==> config.mk <==
export PLATFORM = sky130hd
export DESIGN_NAME = psq_port_seq
export DESIGN_NICKNAME = d
export VERILOG_FILES = /design/src/verilog/psq_pkg.sv /design/src/verilog/psq_port_seq.sv
export VERILOG_INCLUDE_DIRS = /design/src /design/src/verilog
export SDC_FILE = /design/constraint.sdc
export NUM_CORES = 1
export LEC_CHECK = 0
export BUFFER_PORTS_ARGS = -buffer_cell sky130_fd_sc_hd__clkbuf_2
export CORE_MARGIN = 2
export CORE_UTILIZATION = 60
export CTS_CLUSTER_DIAMETER = 150
export CTS_CLUSTER_SIZE = 25
export DETAILED_ROUTE_END_ITERATION = 10
export PLACE_DENSITY_LB_ADDON = 0.2
export SLEW_MARGIN = 20
export SYNTH_ARGS = -nofsm -noshare
export SYNTH_HDL_FRONTEND = slang
export SYNTH_SLANG_ARGS = --single-unit
==> constraint.sdc <==
create_clock -name clk_sys -period 7.1 [get_ports clk_sys]
set_input_delay 1.42 -clock clk_sys [delete_from_list [all_inputs] [get_ports clk_sys]]
set_output_delay 1.42 -clock clk_sys [all_outputs]
set_load 0.01 [all_outputs]
==> src/verilog/psq_regs.svh <==
// Purpose: offsets, field positions, reset values and times of the port
//          detect/classify sequencer
// Assumes: 32-bit register words, byte addresses on an 8-bit address
// Notes:   cycle counts are derived inside the sequencer from these times
//
// Behaviour
// - force two currents, subtract the measured voltages
// - voltage phase only after good current phase
// - signature in valid window reports good detection
// - below one volt at first step: short
// - outcomes encoded as distinct detection codes
// - port above ten volts: outside-range code
// - manual: one detection per host command
// - semi-auto polls, never powers without command
// - back off 100 ms, midspan 2 s
// - high power semi-auto: power only if good
// - automatic mode powers good port by itself
// - detection inhibited: strap low, shutdown, disabled (strap low only blocks automatic mode; host can enable manual or semi-auto)
// - legacy capacitance detection off by default
// - classify after detection, manual only on command
// - classify 12 ms at 18 V, store class
// - classes 0 to 4, class 0 like 3
// - automatic mode sets limits from class
// - classification inhibited: strap low, shutdown, disabled (strap low only blocks automatic mode; host can enable manual or semi-auto)
// - class 4 with two events: mark, reclassify
// - second event sets high-power status flag
// - second event only after class 4
// - host may change limits while powered
`ifndef PSQ_REGS_SVH
`define PSQ_REGS_SVH

`define PSQ_OFF_CTRL    8'h00
`define PSQ_OFF_CMD     8'h04
`define PSQ_OFF_STAT    8'h08
`define PSQ_OFF_ICUT    8'h0c
`define PSQ_OFF_ILIM    8'h10

`define PSQ_CTRL_MODE_LO 0
`define PSQ_CTRL_MODE_HI 1
`define PSQ_CTRL_DETEN   2
`define PSQ_CTRL_CLSEN   3
`define PSQ_CTRL_LEGACY  4
`define PSQ_CTRL_HIPWR   5
`define PSQ_CTRL_TWOEV   6

`define PSQ_CMD_DET      0
`define PSQ_CMD_CLS      1
`define PSQ_CMD_PWRON    2
`define PSQ_CMD_PWROFF   3

`define PSQ_STAT_DET_LO  0
`define PSQ_STAT_DET_HI  2
`define PSQ_STAT_CLS_LO  4
`define PSQ_STAT_CLS_HI  6
`define PSQ_STAT_ON      8
`define PSQ_STAT_SECEV   9
`define PSQ_STAT_INRUSH  10
`define PSQ_STAT_STRAPA  12
`define PSQ_STAT_STRAPM  13

`define PSQ_THR_W        10
`define PSQ_ICUT_RST     10'h177
`define PSQ_ILIM_RST     10'h1a9
`define PSQ_ICUT_C1      10'h070
`define PSQ_ICUT_C2      10'h0ce
`define PSQ_ICUT_C3      10'h177
`define PSQ_ICUT_C4      10'h27e
`define PSQ_ILIM_T1      10'h1a9
`define PSQ_ILIM_T2      10'h352

`define PSQ_CLK_KHZ      200000
`define PSQ_BACKOFF_MS   100
`define PSQ_MIDSPAN_MS   2000
`define PSQ_CLASS_MS     12
`define PSQ_MARK_MS      2
`define PSQ_STRAP_WAIT   2'h2

`endif

==> src/verilog/psq_pkg.sv <==
// Purpose: types shared by the sequencer and its surroundings
// Assumes: analog front end answers in the system clock domain
// Notes:   detection codes double as the front end's resistance bins
package psq_pkg;

  typedef enum logic [1:0] {
    MODE_SHUT   = 2'b00,
    MODE_MANUAL = 2'b01,
    MODE_SEMI   = 2'b10,
    MODE_AUTO   = 2'b11
  } psq_mode_t;

  typedef enum logic [2:0] {
    DET_UNKNOWN = 3'b000,
    DET_SHORT   = 3'b001,
    DET_CAPHIGH = 3'b010,
    DET_RLOW    = 3'b011,
    DET_GOOD    = 3'b100,
    DET_RHIGH   = 3'b101,
    DET_OPEN    = 3'b110,
    DET_RANGE   = 3'b111
  } psq_det_t;

  typedef enum logic [2:0] {
    OP_NONE  = 3'b000,
    OP_FI1   = 3'b001,
    OP_FI2   = 3'b010,
    OP_FV    = 3'b011,
    OP_CLASS = 3'b100,
    OP_MARK  = 3'b101
  } psq_op_t;

  typedef struct packed {
    psq_op_t op;
    logic    start;
  } psq_afe_cmd_t;

  typedef struct packed {
    logic       done;
    logic       vLow1V;
    logic       vOver10V;
    logic       capHigh;
    logic       legacyCap;
    psq_det_t   rBin;
    logic [2:0] cls;
  } psq_afe_res_t;

  typedef struct packed {
    logic [9:0] icut;
    logic [9:0] ilim;
  } psq_thr_t;

endpackage : psq_pkg

==> src/verilog/psq_port_seq.sv <==
// Purpose: one port's detection, classification and power-on sequencer
// Assumes: front-end results arrive on clk_sys; straps are raw pins
// Notes:   the analog steps themselves live in the front end
//
// The register offsets and strobed register access were decided locally.
`timescale 1ns/10ps
`include "psq_regs.svh"

module psq_port_seq #(
  parameter int BACKOFF_CYC = `PSQ_BACKOFF_MS * `PSQ_CLK_KHZ,
  parameter int MIDSPAN_CYC = `PSQ_MIDSPAN_MS * `PSQ_CLK_KHZ,
  parameter int CLASS_CYC   = `PSQ_CLASS_MS * `PSQ_CLK_KHZ,
  parameter int MARK_CYC    = `PSQ_MARK_MS * `PSQ_CLK_KHZ
) (
  input  logic                 clk_sys,
  input  logic                 nrst,
  input  logic [7:0]           addr,
  input  logic [31:0]          wrData,
  input  logic                 wrEn,
  input  logic                 rdEn,
  output logic [31:0]          rdData_r,
  input  logic                 autoStrap,
  input  logic                 midStrap,
  input  psq_pkg::psq_afe_res_t afeRes,
  output psq_pkg::psq_afe_cmd_t afeCmd_r,
  output logic                 portOn_r,
  output psq_pkg::psq_thr_t    thr_r
);
  import psq_pkg::*;

  typedef enum logic [3:0] {
    ST_IDLE = 4'b0000,
    ST_I1   = 4'b0001,
    ST_I2   = 4'b0010,
    ST_DV   = 4'b0011,
    ST_CLS1 = 4'b0100,
    ST_MARK = 4'b0101,
    ST_CLS2 = 4'b0110,
    ST_EVAL = 4'b0111,
    ST_BACK = 4'b1000,
    ST_ON   = 4'b1001
  } psq_state_t;

  function automatic psq_op_t opOf(input psq_state_t s);
    case (s)
      ST_I1:   opOf = OP_FI1;
      ST_I2:   opOf = OP_FI2;
      ST_DV:   opOf = OP_FV;
      ST_CLS1: opOf = OP_CLASS;
      ST_CLS2: opOf = OP_CLASS;
      ST_MARK: opOf = OP_MARK;
      default: opOf = OP_NONE;
    endcase
  endfunction : opOf

  function automatic psq_thr_t thrOf(input logic [2:0] c);
    case (c)
      3'h1:    thrOf = '{`PSQ_ICUT_C1, `PSQ_ILIM_T1};
      3'h2:    thrOf = '{`PSQ_ICUT_C2, `PSQ_ILIM_T1};
      3'h4:    thrOf = '{`PSQ_ICUT_C4, `PSQ_ILIM_T2};
      default: thrOf = '{`PSQ_ICUT_C3, `PSQ_ILIM_T1};
    endcase
  endfunction : thrOf

  psq_state_t state_r, state_nxt;
  psq_mode_t  mode_r, modeEff;
  psq_det_t   det_r, detVal;
  logic [2:0] cls_r, clsVal;
  logic       detEn_r, clsEn_r, legacyEn_r, hiPwr_r, twoEv_r;
  logic       secEv_r, inv_r, inrush_r;
  logic       autoS1_r, autoS2_r, midS1_r, midS2_r;
  logic       strapAuto_r, strapMid_r, captured_r;
  logic [1:0] capCnt_r;
  logic [31:0] cnt_r, cntVal;
  logic       detWr, clsWr, cntLoad, secSet, invSet, clsStart;
  logic       faultSet, autoThr, issue;
  logic       cmdWr, cmdDet, cmdCls, cmdOn, cmdOff;
  logic       detOk, clsOk, timeUp, hostOnOk;

  //////////////////////////////////////////////////////////////////////////
  // strap pins: two flops, then caught once after reset release

  always_ff @(posedge clk_sys or negedge nrst) begin
    if (!nrst) begin
      autoS1_r <= 1'b0;
      autoS2_r <= 1'b0;
      midS1_r  <= 1'b0;
      midS2_r  <= 1'b0;
    end else begin
      autoS1_r <= autoStrap;
      autoS2_r <= autoS1_r;
      midS1_r  <= midStrap;
      midS2_r  <= midS1_r;
    end
  end

  // the strap is only honoured as sampled here; later edges are ignored
  always_ff @(posedge clk_sys or negedge nrst) begin
    if (!nrst) begin
      capCnt_r    <= 2'h0;
      captured_r  <= 1'b0;
      strapAuto_r <= 1'b0;
      strapMid_r  <= 1'b0;
    end else if (!captured_r) begin
      capCnt_r <= capCnt_r + 2'h1;
      if (capCnt_r == `PSQ_STRAP_WAIT) begin
        captured_r  <= 1'b1;
        strapAuto_r <= autoS2_r;
        strapMid_r  <= midS2_r;
      end
    end
  end

  //////////////////////////////////////////////////////////////////////////
  // register bus

  assign cmdWr  = wrEn && (addr == `PSQ_OFF_CMD);
  assign cmdDet = cmdWr && wrData[`PSQ_CMD_DET];
  assign cmdCls = cmdWr && wrData[`PSQ_CMD_CLS];
  assign cmdOn  = cmdWr && wrData[`PSQ_CMD_PWRON];
  assign cmdOff = cmdWr && wrData[`PSQ_CMD_PWROFF];

  // enables default to the strap: a part strapped low starts inhibited
  always_ff @(posedge clk_sys or negedge nrst) begin
    if (!nrst) begin
      mode_r     <= MODE_SHUT;
      detEn_r    <= 1'b0;
      clsEn_r    <= 1'b0;
      legacyEn_r <= 1'b0;
      hiPwr_r    <= 1'b0;
      twoEv_r    <= 1'b0;
    end else if (!captured_r && capCnt_r == `PSQ_STRAP_WAIT) begin
      mode_r  <= autoS2_r ? MODE_AUTO : MODE_SHUT;
      detEn_r <= autoS2_r;
      clsEn_r <= autoS2_r;
    end else if (wrEn && addr == `PSQ_OFF_CTRL) begin
      mode_r     <= psq_mode_t'(
                    wrData[`PSQ_CTRL_MODE_HI:`PSQ_CTRL_MODE_LO]);
      detEn_r    <= wrData[`PSQ_CTRL_DETEN];
      clsEn_r    <= wrData[`PSQ_CTRL_CLSEN];
      legacyEn_r <= wrData[`PSQ_CTRL_LEGACY];
      hiPwr_r    <= wrData[`PSQ_CTRL_HIPWR];
      twoEv_r    <= wrData[`PSQ_CTRL_TWOEV];
    end
  end

  always_ff @(posedge clk_sys or negedge nrst) begin
    if (!nrst) begin
      rdData_r <= 32'h0;
    end else if (!rdEn) begin
      rdData_r <= 32'h0;
    end else begin
      case (addr)
        `PSQ_OFF_CTRL: rdData_r <= {25'h0, twoEv_r, hiPwr_r, legacyEn_r,
                                    clsEn_r, detEn_r, mode_r};
        `PSQ_OFF_STAT: rdData_r <= {18'h0, strapMid_r, strapAuto_r, 1'b0,
                                    inrush_r, secEv_r, portOn_r, 1'b0,
                                    cls_r, 1'b0, det_r};
        `PSQ_OFF_ICUT: rdData_r <= {22'h0, thr_r.icut};
        `PSQ_OFF_ILIM: rdData_r <= {22'h0, thr_r.ilim};
        default:       rdData_r <= 32'h0;
      endcase
    end
  end

  //////////////////////////////////////////////////////////////////////////
  // sequencer

  // automatic mode without the strap is a reserved setting: treat as off
  assign modeEff  = (mode_r == MODE_AUTO && !strapAuto_r) ? MODE_SHUT
                                                          : mode_r;
  assign detOk    = detEn_r && modeEff != MODE_SHUT;
  assign clsOk    = clsEn_r && modeEff != MODE_SHUT;
  assign timeUp   = (cnt_r == 32'h0);
  assign hostOnOk = (modeEff == MODE_MANUAL) || (modeEff == MODE_SEMI);

  always_comb begin
    state_nxt = state_r;
    detWr     = 1'b0;
    detVal    = det_r;
    clsWr     = 1'b0;
    clsVal    = cls_r;
    cntLoad   = 1'b0;
    cntVal    = 32'h0;
    secSet    = 1'b0;
    invSet    = 1'b0;
    clsStart  = 1'b0;
    faultSet  = 1'b0;
    autoThr   = 1'b0;
    case (state_r)
      ST_IDLE, ST_BACK: begin
        if (cmdOn && hostOnOk) begin
          // manual forces power; semi-auto with high power checks result
          if (modeEff == MODE_MANUAL || !hiPwr_r || det_r == DET_GOOD)
            state_nxt = ST_ON;
          else
            faultSet = 1'b1;
        end else if (state_r == ST_BACK) begin
          if (timeUp)
            state_nxt = ST_IDLE;
        end else if (modeEff == MODE_MANUAL) begin
          if (cmdDet && detOk)
            state_nxt = ST_I1;
          else if (cmdCls && clsOk)
            state_nxt = ST_CLS1;
        end else if (detOk) begin
          state_nxt = ST_I1;
        end
      end
      ST_I1: begin
        if (afeRes.done) begin
          if (afeRes.vLow1V) begin
            detWr     = 1'b1;
            detVal    = DET_SHORT;
            state_nxt = ST_EVAL;
          end else if (afeRes.vOver10V) begin
            detWr     = 1'b1;
            detVal    = DET_RANGE;
            state_nxt = ST_EVAL;
          end else begin
            state_nxt = ST_I2;
          end
        end
      end
      ST_I2: begin
        if (afeRes.done) begin
          if (legacyEn_r && afeRes.legacyCap) begin
            detWr     = 1'b1;
            detVal    = DET_GOOD;
            state_nxt = (clsOk && modeEff != MODE_MANUAL) ? ST_CLS1
                                                          : ST_EVAL;
          end else if (afeRes.capHigh) begin
            detWr     = 1'b1;
            detVal    = DET_CAPHIGH;
            state_nxt = ST_EVAL;
          end else if (afeRes.rBin == DET_GOOD) begin
            state_nxt = ST_DV;
          end else begin
            detWr     = 1'b1;
            detVal    = afeRes.rBin;
            state_nxt = ST_EVAL;
          end
        end
      end
      ST_DV: begin
        if (afeRes.done) begin
          detWr  = 1'b1;
          detVal = afeRes.rBin;
          if (afeRes.rBin == DET_GOOD && clsOk && modeEff != MODE_MANUAL)
            state_nxt = ST_CLS1;
          else
            state_nxt = ST_EVAL;
        end
      end
      ST_CLS1: begin
        if (timeUp) begin
          clsWr  = 1'b1;
          clsVal = afeRes.cls;
          if (afeRes.cls == 3'h4 && twoEv_r)
            state_nxt = ST_MARK;
          else
            state_nxt = ST_EVAL;
        end
      end
      ST_MARK: begin
        if (timeUp) begin
          state_nxt = ST_CLS2;
          secSet    = 1'b1;
        end
      end
      ST_CLS2: begin
        if (timeUp) begin
          clsWr     = 1'b1;
          clsVal    = afeRes.cls;
          invSet    = (afeRes.cls != 3'h4);
          state_nxt = ST_EVAL;
        end
      end
      ST_EVAL: begin
        if (modeEff == MODE_AUTO && det_r == DET_GOOD && !inv_r) begin
          state_nxt = ST_ON;
          autoThr   = 1'b1;
        end else if (modeEff != MODE_MANUAL && det_r == DET_GOOD) begin
          state_nxt = ST_BACK;
        end else begin
          state_nxt = ST_IDLE;
        end
      end
      ST_ON: begin
        if (cmdOff)
          state_nxt = ST_IDLE;
      end
      default: state_nxt = ST_IDLE;
    endcase
    if (modeEff == MODE_SHUT)
      state_nxt = ST_IDLE;
    // a cleared enable aborts a detection under way, result unchanged
    if (!detOk && (state_r == ST_I1 || state_r == ST_I2 ||
                   state_r == ST_DV)) begin
      state_nxt = ST_IDLE;
      detWr     = 1'b0;
    end
    if (state_nxt != state_r) begin
      case (state_nxt)
        ST_CLS1: begin
          cntLoad  = 1'b1;
          cntVal   = 32'(CLASS_CYC - 1);
          clsStart = 1'b1;
        end
        ST_CLS2: begin
          cntLoad = 1'b1;
          cntVal  = 32'(CLASS_CYC - 1);
        end
        ST_MARK: begin
          cntLoad = 1'b1;
          cntVal  = 32'(MARK_CYC - 1);
        end
        ST_BACK: begin
          cntLoad = 1'b1;
          cntVal  = strapMid_r ? 32'(MIDSPAN_CYC - 1)
                               : 32'(BACKOFF_CYC - 1);
        end
        default: cntLoad = 1'b0;
      endcase
    end
  end

  assign issue = (state_nxt != state_r) &&
                 (state_nxt == ST_I1 || state_nxt == ST_I2 ||
                  state_nxt == ST_DV);

  always_ff @(posedge clk_sys or negedge nrst) begin
    if (!nrst) begin
      state_r <= ST_IDLE;
    end else begin
      state_r <= state_nxt;
    end
  end

  always_ff @(posedge clk_sys or negedge nrst) begin
    if (!nrst) begin
      cnt_r <= 32'h0;
    end else if (cntLoad) begin
      cnt_r <= cntVal;
    end else if (!timeUp) begin
      cnt_r <= cnt_r - 32'h1;
    end
  end

  // results stand until the next completed step rewrites them
  always_ff @(posedge clk_sys or negedge nrst) begin
    if (!nrst) begin
      det_r <= DET_UNKNOWN;
      cls_r <= 3'h0;
    end else begin
      if (detWr)
        det_r <= detVal;
      if (clsWr)
        cls_r <= clsVal;
    end
  end

  always_ff @(posedge clk_sys or negedge nrst) begin
    if (!nrst) begin
      secEv_r <= 1'b0;
      inv_r   <= 1'b0;
    end else if (clsStart) begin
      secEv_r <= 1'b0;
      inv_r   <= 1'b0;
    end else begin
      secEv_r <= secEv_r | secSet;
      inv_r   <= inv_r | invSet;
    end
  end

  // a new fault in the clearing cycle wins over the clear
  always_ff @(posedge clk_sys or negedge nrst) begin
    if (!nrst) begin
      inrush_r <= 1'b0;
    end else begin
      inrush_r <= faultSet | (inrush_r &
                  ~(wrEn && addr == `PSQ_OFF_STAT &&
                    wrData[`PSQ_STAT_INRUSH]));
    end
  end

  always_ff @(posedge clk_sys or negedge nrst) begin
    if (!nrst) begin
      thr_r <= '{`PSQ_ICUT_RST, `PSQ_ILIM_RST};
    end else if (autoThr) begin
      thr_r <= thrOf(cls_r);
    end else begin
      // host writes land powered or not, except in the cycle the class limits load
      if (wrEn && addr == `PSQ_OFF_ICUT)
        thr_r.icut <= wrData[`PSQ_THR_W-1:0];
      if (wrEn && addr == `PSQ_OFF_ILIM)
        thr_r.ilim <= wrData[`PSQ_THR_W-1:0];
    end
  end

  always_ff @(posedge clk_sys or negedge nrst) begin
    if (!nrst) begin
      afeCmd_r <= '{OP_NONE, 1'b0};
      portOn_r <= 1'b0;
    end else begin
      afeCmd_r <= '{opOf(state_nxt), issue};
      portOn_r <= (state_nxt == ST_ON);
    end
  end
endmodule : psq_port_seq

Word level (Yosys, flattened, before mapping)
Cells that the tools add are included.
{ "word_totals": {"output_inout_bits": 57, "elab_cells": 218, "reg_bits": 118, "in_bits": 57} }
{ "classes": {"addsub": 2, "reduce_logical": 56, "eq_ne": 41, "n_mux": 85, "bitwise_logic": 7} }
{ "op_table": {"columns": ["op", "count"], "rows": [
  ["$pmux W29 S3", 1],
  ["$mux W4", 19],
  ["$mux W32", 2],
  ["$pmux W20 S3", 1],
  ["$mux W29", 2],
  ["$pmux W14 S4", 1],
  ["$mux W3", 13],
  ["$pmux W4 S9", 1],
  ["$logic_not A32 Y1", 1],
  ["$sub A32 B1 Y32 const B", 1],
  ["$mux W1", 31],
  ["$eq A4 B3 Y1 const B", 7],
  ["$logic_and A1 B1 Y1", 27],
  ["$mux W10", 2],
  ["$mux W20", 1],
  ["$eq A4 B2 Y1 const B", 4],
  ["$eq A4 B4 Y1 const B", 4],
  ["$eq A8 B4 Y1 const B", 2],
  ["$pmux W3 S5", 1],
  ["$mux W14", 1],
  ["$mux W2", 7],
  ["$eq A3 B3 Y1 const B", 4],
  ["$pmux W3 S3", 1],
  ["$eq A2 B2 Y1 const B", 4],
  ["28 further kinds", 53]
]} }

Longest topological paths before layout
{ "depth": {"word_depth": 19, "ltp_mapped": 14, "mapped_depth_nobuf": 13} }

Worst setup path before layout
OpenSTA, ideal clock, no wires.
{ "synth_timing": {"path_type": "input port to flip-flop", "startpoint": "in addr[5]", "endpoint": "reg cnt_r[15]", "t_required_ps": 6974, "cell_stages": 10, "setup_ps": 126, "setup_slack_ps": 3040, "n_path_buf": 1, "t_arrival_ps": 3934, "cell_sequence": "or4_1 clkbuf_1 nor3_1 a21oi_1 a211o_1 o21ai_1 o2bb2ai_2 a21oi_1 and2_1 o32a_1"} }
{ "synth_between": {"elab_chain_len": 17, "elab_cells_between_ends": 31, "cone_classes": "eq/ne: 7; mux: 14; reduce/logical: 10"} }
{ "synth_rtl": {"columns": ["element", "line", "rtl"], "rows": [
  ["start: declaration", "psq_port_seq.sv:17", "input logic [7:0] addr,"],
  ["$eq A8 B3 Y1 (no source line) *", null, null],
  ["$logic_and A1 B1 Y1 *", "psq_port_seq.sv:117", "assign cmdWr = wrEn && (addr == `PSQ_OFF_CMD);"],
  ["$logic_and A1 B1 Y1", "psq_port_seq.sv:119", "assign cmdCls = cmdWr && wrData[`PSQ_CMD_CLS];"],
  ["$logic_and A1 B1 Y1", "psq_port_seq.sv:204", "else if (cmdCls && clsOk)"],
  ["$mux W4", "psq_port_seq.sv:204", null],
  ["$mux W4", "psq_port_seq.sv:202", "if (cmdDet && detOk)"],
  ["$mux W4", "psq_port_seq.sv:201", "end else if (modeEff == MODE_MANUAL) begin"],
  ["$mux W4", "psq_port_seq.sv:198", "end else if (state_r == ST_BACK) begin"],
  ["$mux W4", "psq_port_seq.sv:192", "if (cmdOn && hostOnOk) begin"],
  ["$pmux W4 S9 *", "psq_port_seq.sv:190", "case (state_r)"],
  ["$mux W4 *", "psq_port_seq.sv:295", "if (modeEff == MODE_SHUT)"],
  ["$mux W4 *", "psq_port_seq.sv:298", "if (!detOk && (state_r == ST_I1 || state_r == ST_I2 ||"],
  ["$eq A4 B3 Y1 or $eq A4 B4 Y1 (tied branches)", "psq_port_seq.sv:304", "case (state_nxt)"],
  ["$reduce_or A2 Y1 (no source line) or $reduce_or A4 Y1 (tied branches)", null, null],
  ["$pmux W29 S3 or $mux W1 (tied branches)", "psq_port_seq.sv:304", null],
  ["$mux W29 or $mux W1 (tied branches)", "psq_port_seq.sv:303", "if (state_nxt != state_r) begin"],
  ["$mux W32 or $ne A2 B2 Y1 (tied branches)", null, null],
  ["end signal: assignment", "psq_port_seq.sv:344", "cnt_r <= cntVal;"],
  ["end signal: assignment", "psq_port_seq.sv:346", "cnt_r <= cnt_r - 32'h1;"],
  ["end: declaration", "psq_port_seq.sv:74", "logic [31:0] cnt_r, cntVal;"]
]} }
Every way passes the cells marked *; elsewhere a longest branch is shown, timed or not.
A chain may end at the register's enable or synchronous reset.

Worst setup path in the final report
{ "layout_timing": {"startpoint": "in addr[5]", "endpoint": "reg cnt_r[8]"} }
Same word-level chain as after synthesis.

==> impl_metrics.yaml <==
flow_run:
  maxCapViolCount: 0
floorplanning:
  rows: 34
  core-area_um2: 8810
  ios: 114
  die_h_um: 99.8
  start_util_pct: 62.6
  fp.dieArea_um2: 9960
  fp.dieW_um: 99.8
clocking:
  cts_setup_buffers: 0
  cts_buffers: 9
  postCtsHoldBufs: 0
  htreeDepth: 3
  numClockSinks: 99
  insertion_delay_ns: 0.37
  clk_root_buffer_cell: "clkbuf_8"
  path_clk_slew_ns: 0.10
  cts_tree: "built"
  cts_resized: 0
  clk_path_buf_depth: 2
worst_setup_path:
  start_kind: "input pin"
  critical_path_class: "in -> reg"
  crit_fanout: 24
  end_kind: "register"
  crit_arrival_ns: 4.83
  worstPathRequired_ns: 7.37
synth:
  ys_ff_latch: 99
  synthTopCellsByArea: "dfrtp_1, dfstp_2, mux2_2"
  yosysSeqAreaShare_pct: 45.2
  synthArstFlopShare_pct: 100
  ys.flop_type: "dfrtp_1"
  post-synth-top-count-cell: "dfrtp_1"
  synth_area_um2: 5510
  synth.top_cell.area_share_pct: 39.5
  synth_area_leader_cell: "dfrtp_1"
  yosys_warnings: 0
  avgSynthCellArea_um2: 9.70
  synth-edff-count: 0
  yosysUniqueCellTypes: 77
  netlist_instances: 568
  ys_top_cells_by_count: "dfrtp_1, nand2_1, nor2_1"
timing:
  rsz0062_at_grt: "no"
  tightest_slew_ns: 1.07
  slew_violations: 0
  fin_crit_ns: 4.55
  fin_crit_sh_pct: 64.1
  skew_ns: 0.0114
  fin_tns_setup_ns: 0
  hold_violations: 0
  max_freq_mhz: 220
  finalSetupViolations: 0
  slew_headroom_pct: 28.1
hold_path:
  hold_path_class: "reg -> reg"
layout:
  final_nets: 694
  final_cell_area_um2: 6060
  diodes: 0
  num-fill-cells: 702
  layout-drive-gt1-share_pct: 22.8
  area_delta_synth_final_pct: 9.97
global_route:
  grt_pass1_wl_mm: 21.4
  grt_usage_pct: 26.9
  antenna_found_initial: 0
  grt_overflow: 0
  first_global_vias: 4275
  grt_start_max_net_pins: 66
place:
  place_congestion: 0.931
  place_area_um2: 5860
  dp_hpwl_mm: 9.34
  io_buffers: 73
power:
  leakage_nw: 2.80
  power_density_nw_per_um2: 254
  ir_worst_vdd_v: 0.000133
detailed_routing:
  route.detailed.drc: 0
  vias: 4558
  wire_per_inst_um: 17.1
  viasPerCell: 6.12
  dr.first_iter.drc_count: 286
  dr.pass1.iters: 7
  drt-total-wl_mm: 12.8
  ant_nets: 0
outcome:
  status: "finished, final reports clean"
## layout by cell type, fill, tap and decap left out, types with 6 or more instances in the layout
cell type	netlist	layout
o21ai_0	11	11
xor2_1	11	11
a21oi_1	32	32
nor3_1	21	20
nor2_1	53	53
mux2i_1	11	11
conb_1	1	19
nand2_1	54	54
xnor2_1	19	19
a31oi_1	12	12
nor4_1	11	11
clkbuf_2	0	72
nand2b_1	11	11
o21ai_1	7	7
nand3_1	14	14
dfstp_2	12	12
a222oi_1	6	6
clkbuf_8	0	9
mux2_2	18	18
nor2b_1	11	11
or4_1	6	6
or3_1	9	9
dfrtp_1	87	87
inv_1	11	11
## critical path, stage by stage
cell       delay [ns]
clkbuf_2         0.08
or4_1            0.63
nor3_1           0.44
a21oi_1          0.16
a211o_1          0.35
o21ai_1          0.33
o2bb2ai_2        0.22
a22oi_4          0.25
nor2_1           0.67
and2b_1          0.26
## registers in the layout, indices dropped and copies added, names as in the netlist, 2 cells and up
register / cells
cnt_r: 32
thr_r: 20
rdData_r: 13
afeCmd_r: 4
state_r: 4
cls_r: 3
det_r: 3
capCnt_r: 2
mode_r: 2
## path summary, 6_finish.rpt
path / depth (start not counted) / slack, ns / from / to
setup / recovery: 10 / 2.55 / addr[5] / cnt_r[8]
hold reg to reg: 0 / 0.36 / autoS1_r / autoS2_r
min in group asynchronous: 1 / 0.97 / nrst / rdData_r[2]
max in group asynchronous: 2 / 4.97 / nrst / cnt_r[12]
hold / removal: 0 / 0.36 / autoS1_r / autoS2_r
setup reg to reg: 9 / 2.70 / cnt_r[26] / cnt_r[8]
## power breakdown
part           switching (mW)  total [mW]  internal (mW)
Clock                   0.220       0.357          0.137
Sequential             0.0893       0.730          0.641
Combinational           0.263       0.452          0.188
## cell type report
type	instances	area [µm²]	area share, %
tap	108	135	2.23
inverter	13	48.8	0.805
sequential	99	2490	41.1
multi-input combinational	433	2800	46.2
clock inverter	7	67.6	1.12
clock buffer	9	124	2.04
timing repair buffer	76	390	6.44
## layer usage
layer / wire length, µm / GRT usage (%)
met2: 5970 / 41.3
met1: 5750 / 38.9
met3: 759 / 4.74
met4: 274 / 9.48
met5: 0 / 0
## cell families (layout without fill, tap and decap cells)
| family | Yosys count | after routing | share of synthesized area, % |
|---|---|---|---|
| multiplexers | 29 | 29 | 5.68 |
| XOR/XNOR | 30 | 30 | 4.77 |
| flip-flops | 99 | 99 | 45.2 |
| AO/OA/AOI/OAI | 123 | 123 | 16.2 |
| buffers and inverters | 54 | 105 | 5.36 |
| other | 1 | 19 | 0.0681 |
| adder cells (fa/ha/maj) | 5 | 5 | 1.14 |
| AND/OR/NAND/NOR | 227 | 227 | 21.6 |
## stage by stage
stage	power, mW	std cells	util, %	setup WS [ns]	hold WS, ns
after floorplan	1.07	586	-	3.04	0.331
after global placement	1.17	729	66.6	2.19	0.334
after detailed placement	1.18	729	66.6	2.15	0.335
after CTS	1.54	745	68.7	2.55	0.360
after global routing	1.63	745	68.8	2.29	0.374
final	1.54	745	68.8	2.55	0.358
No activity file was read; power rests on OpenSTA's default activity.
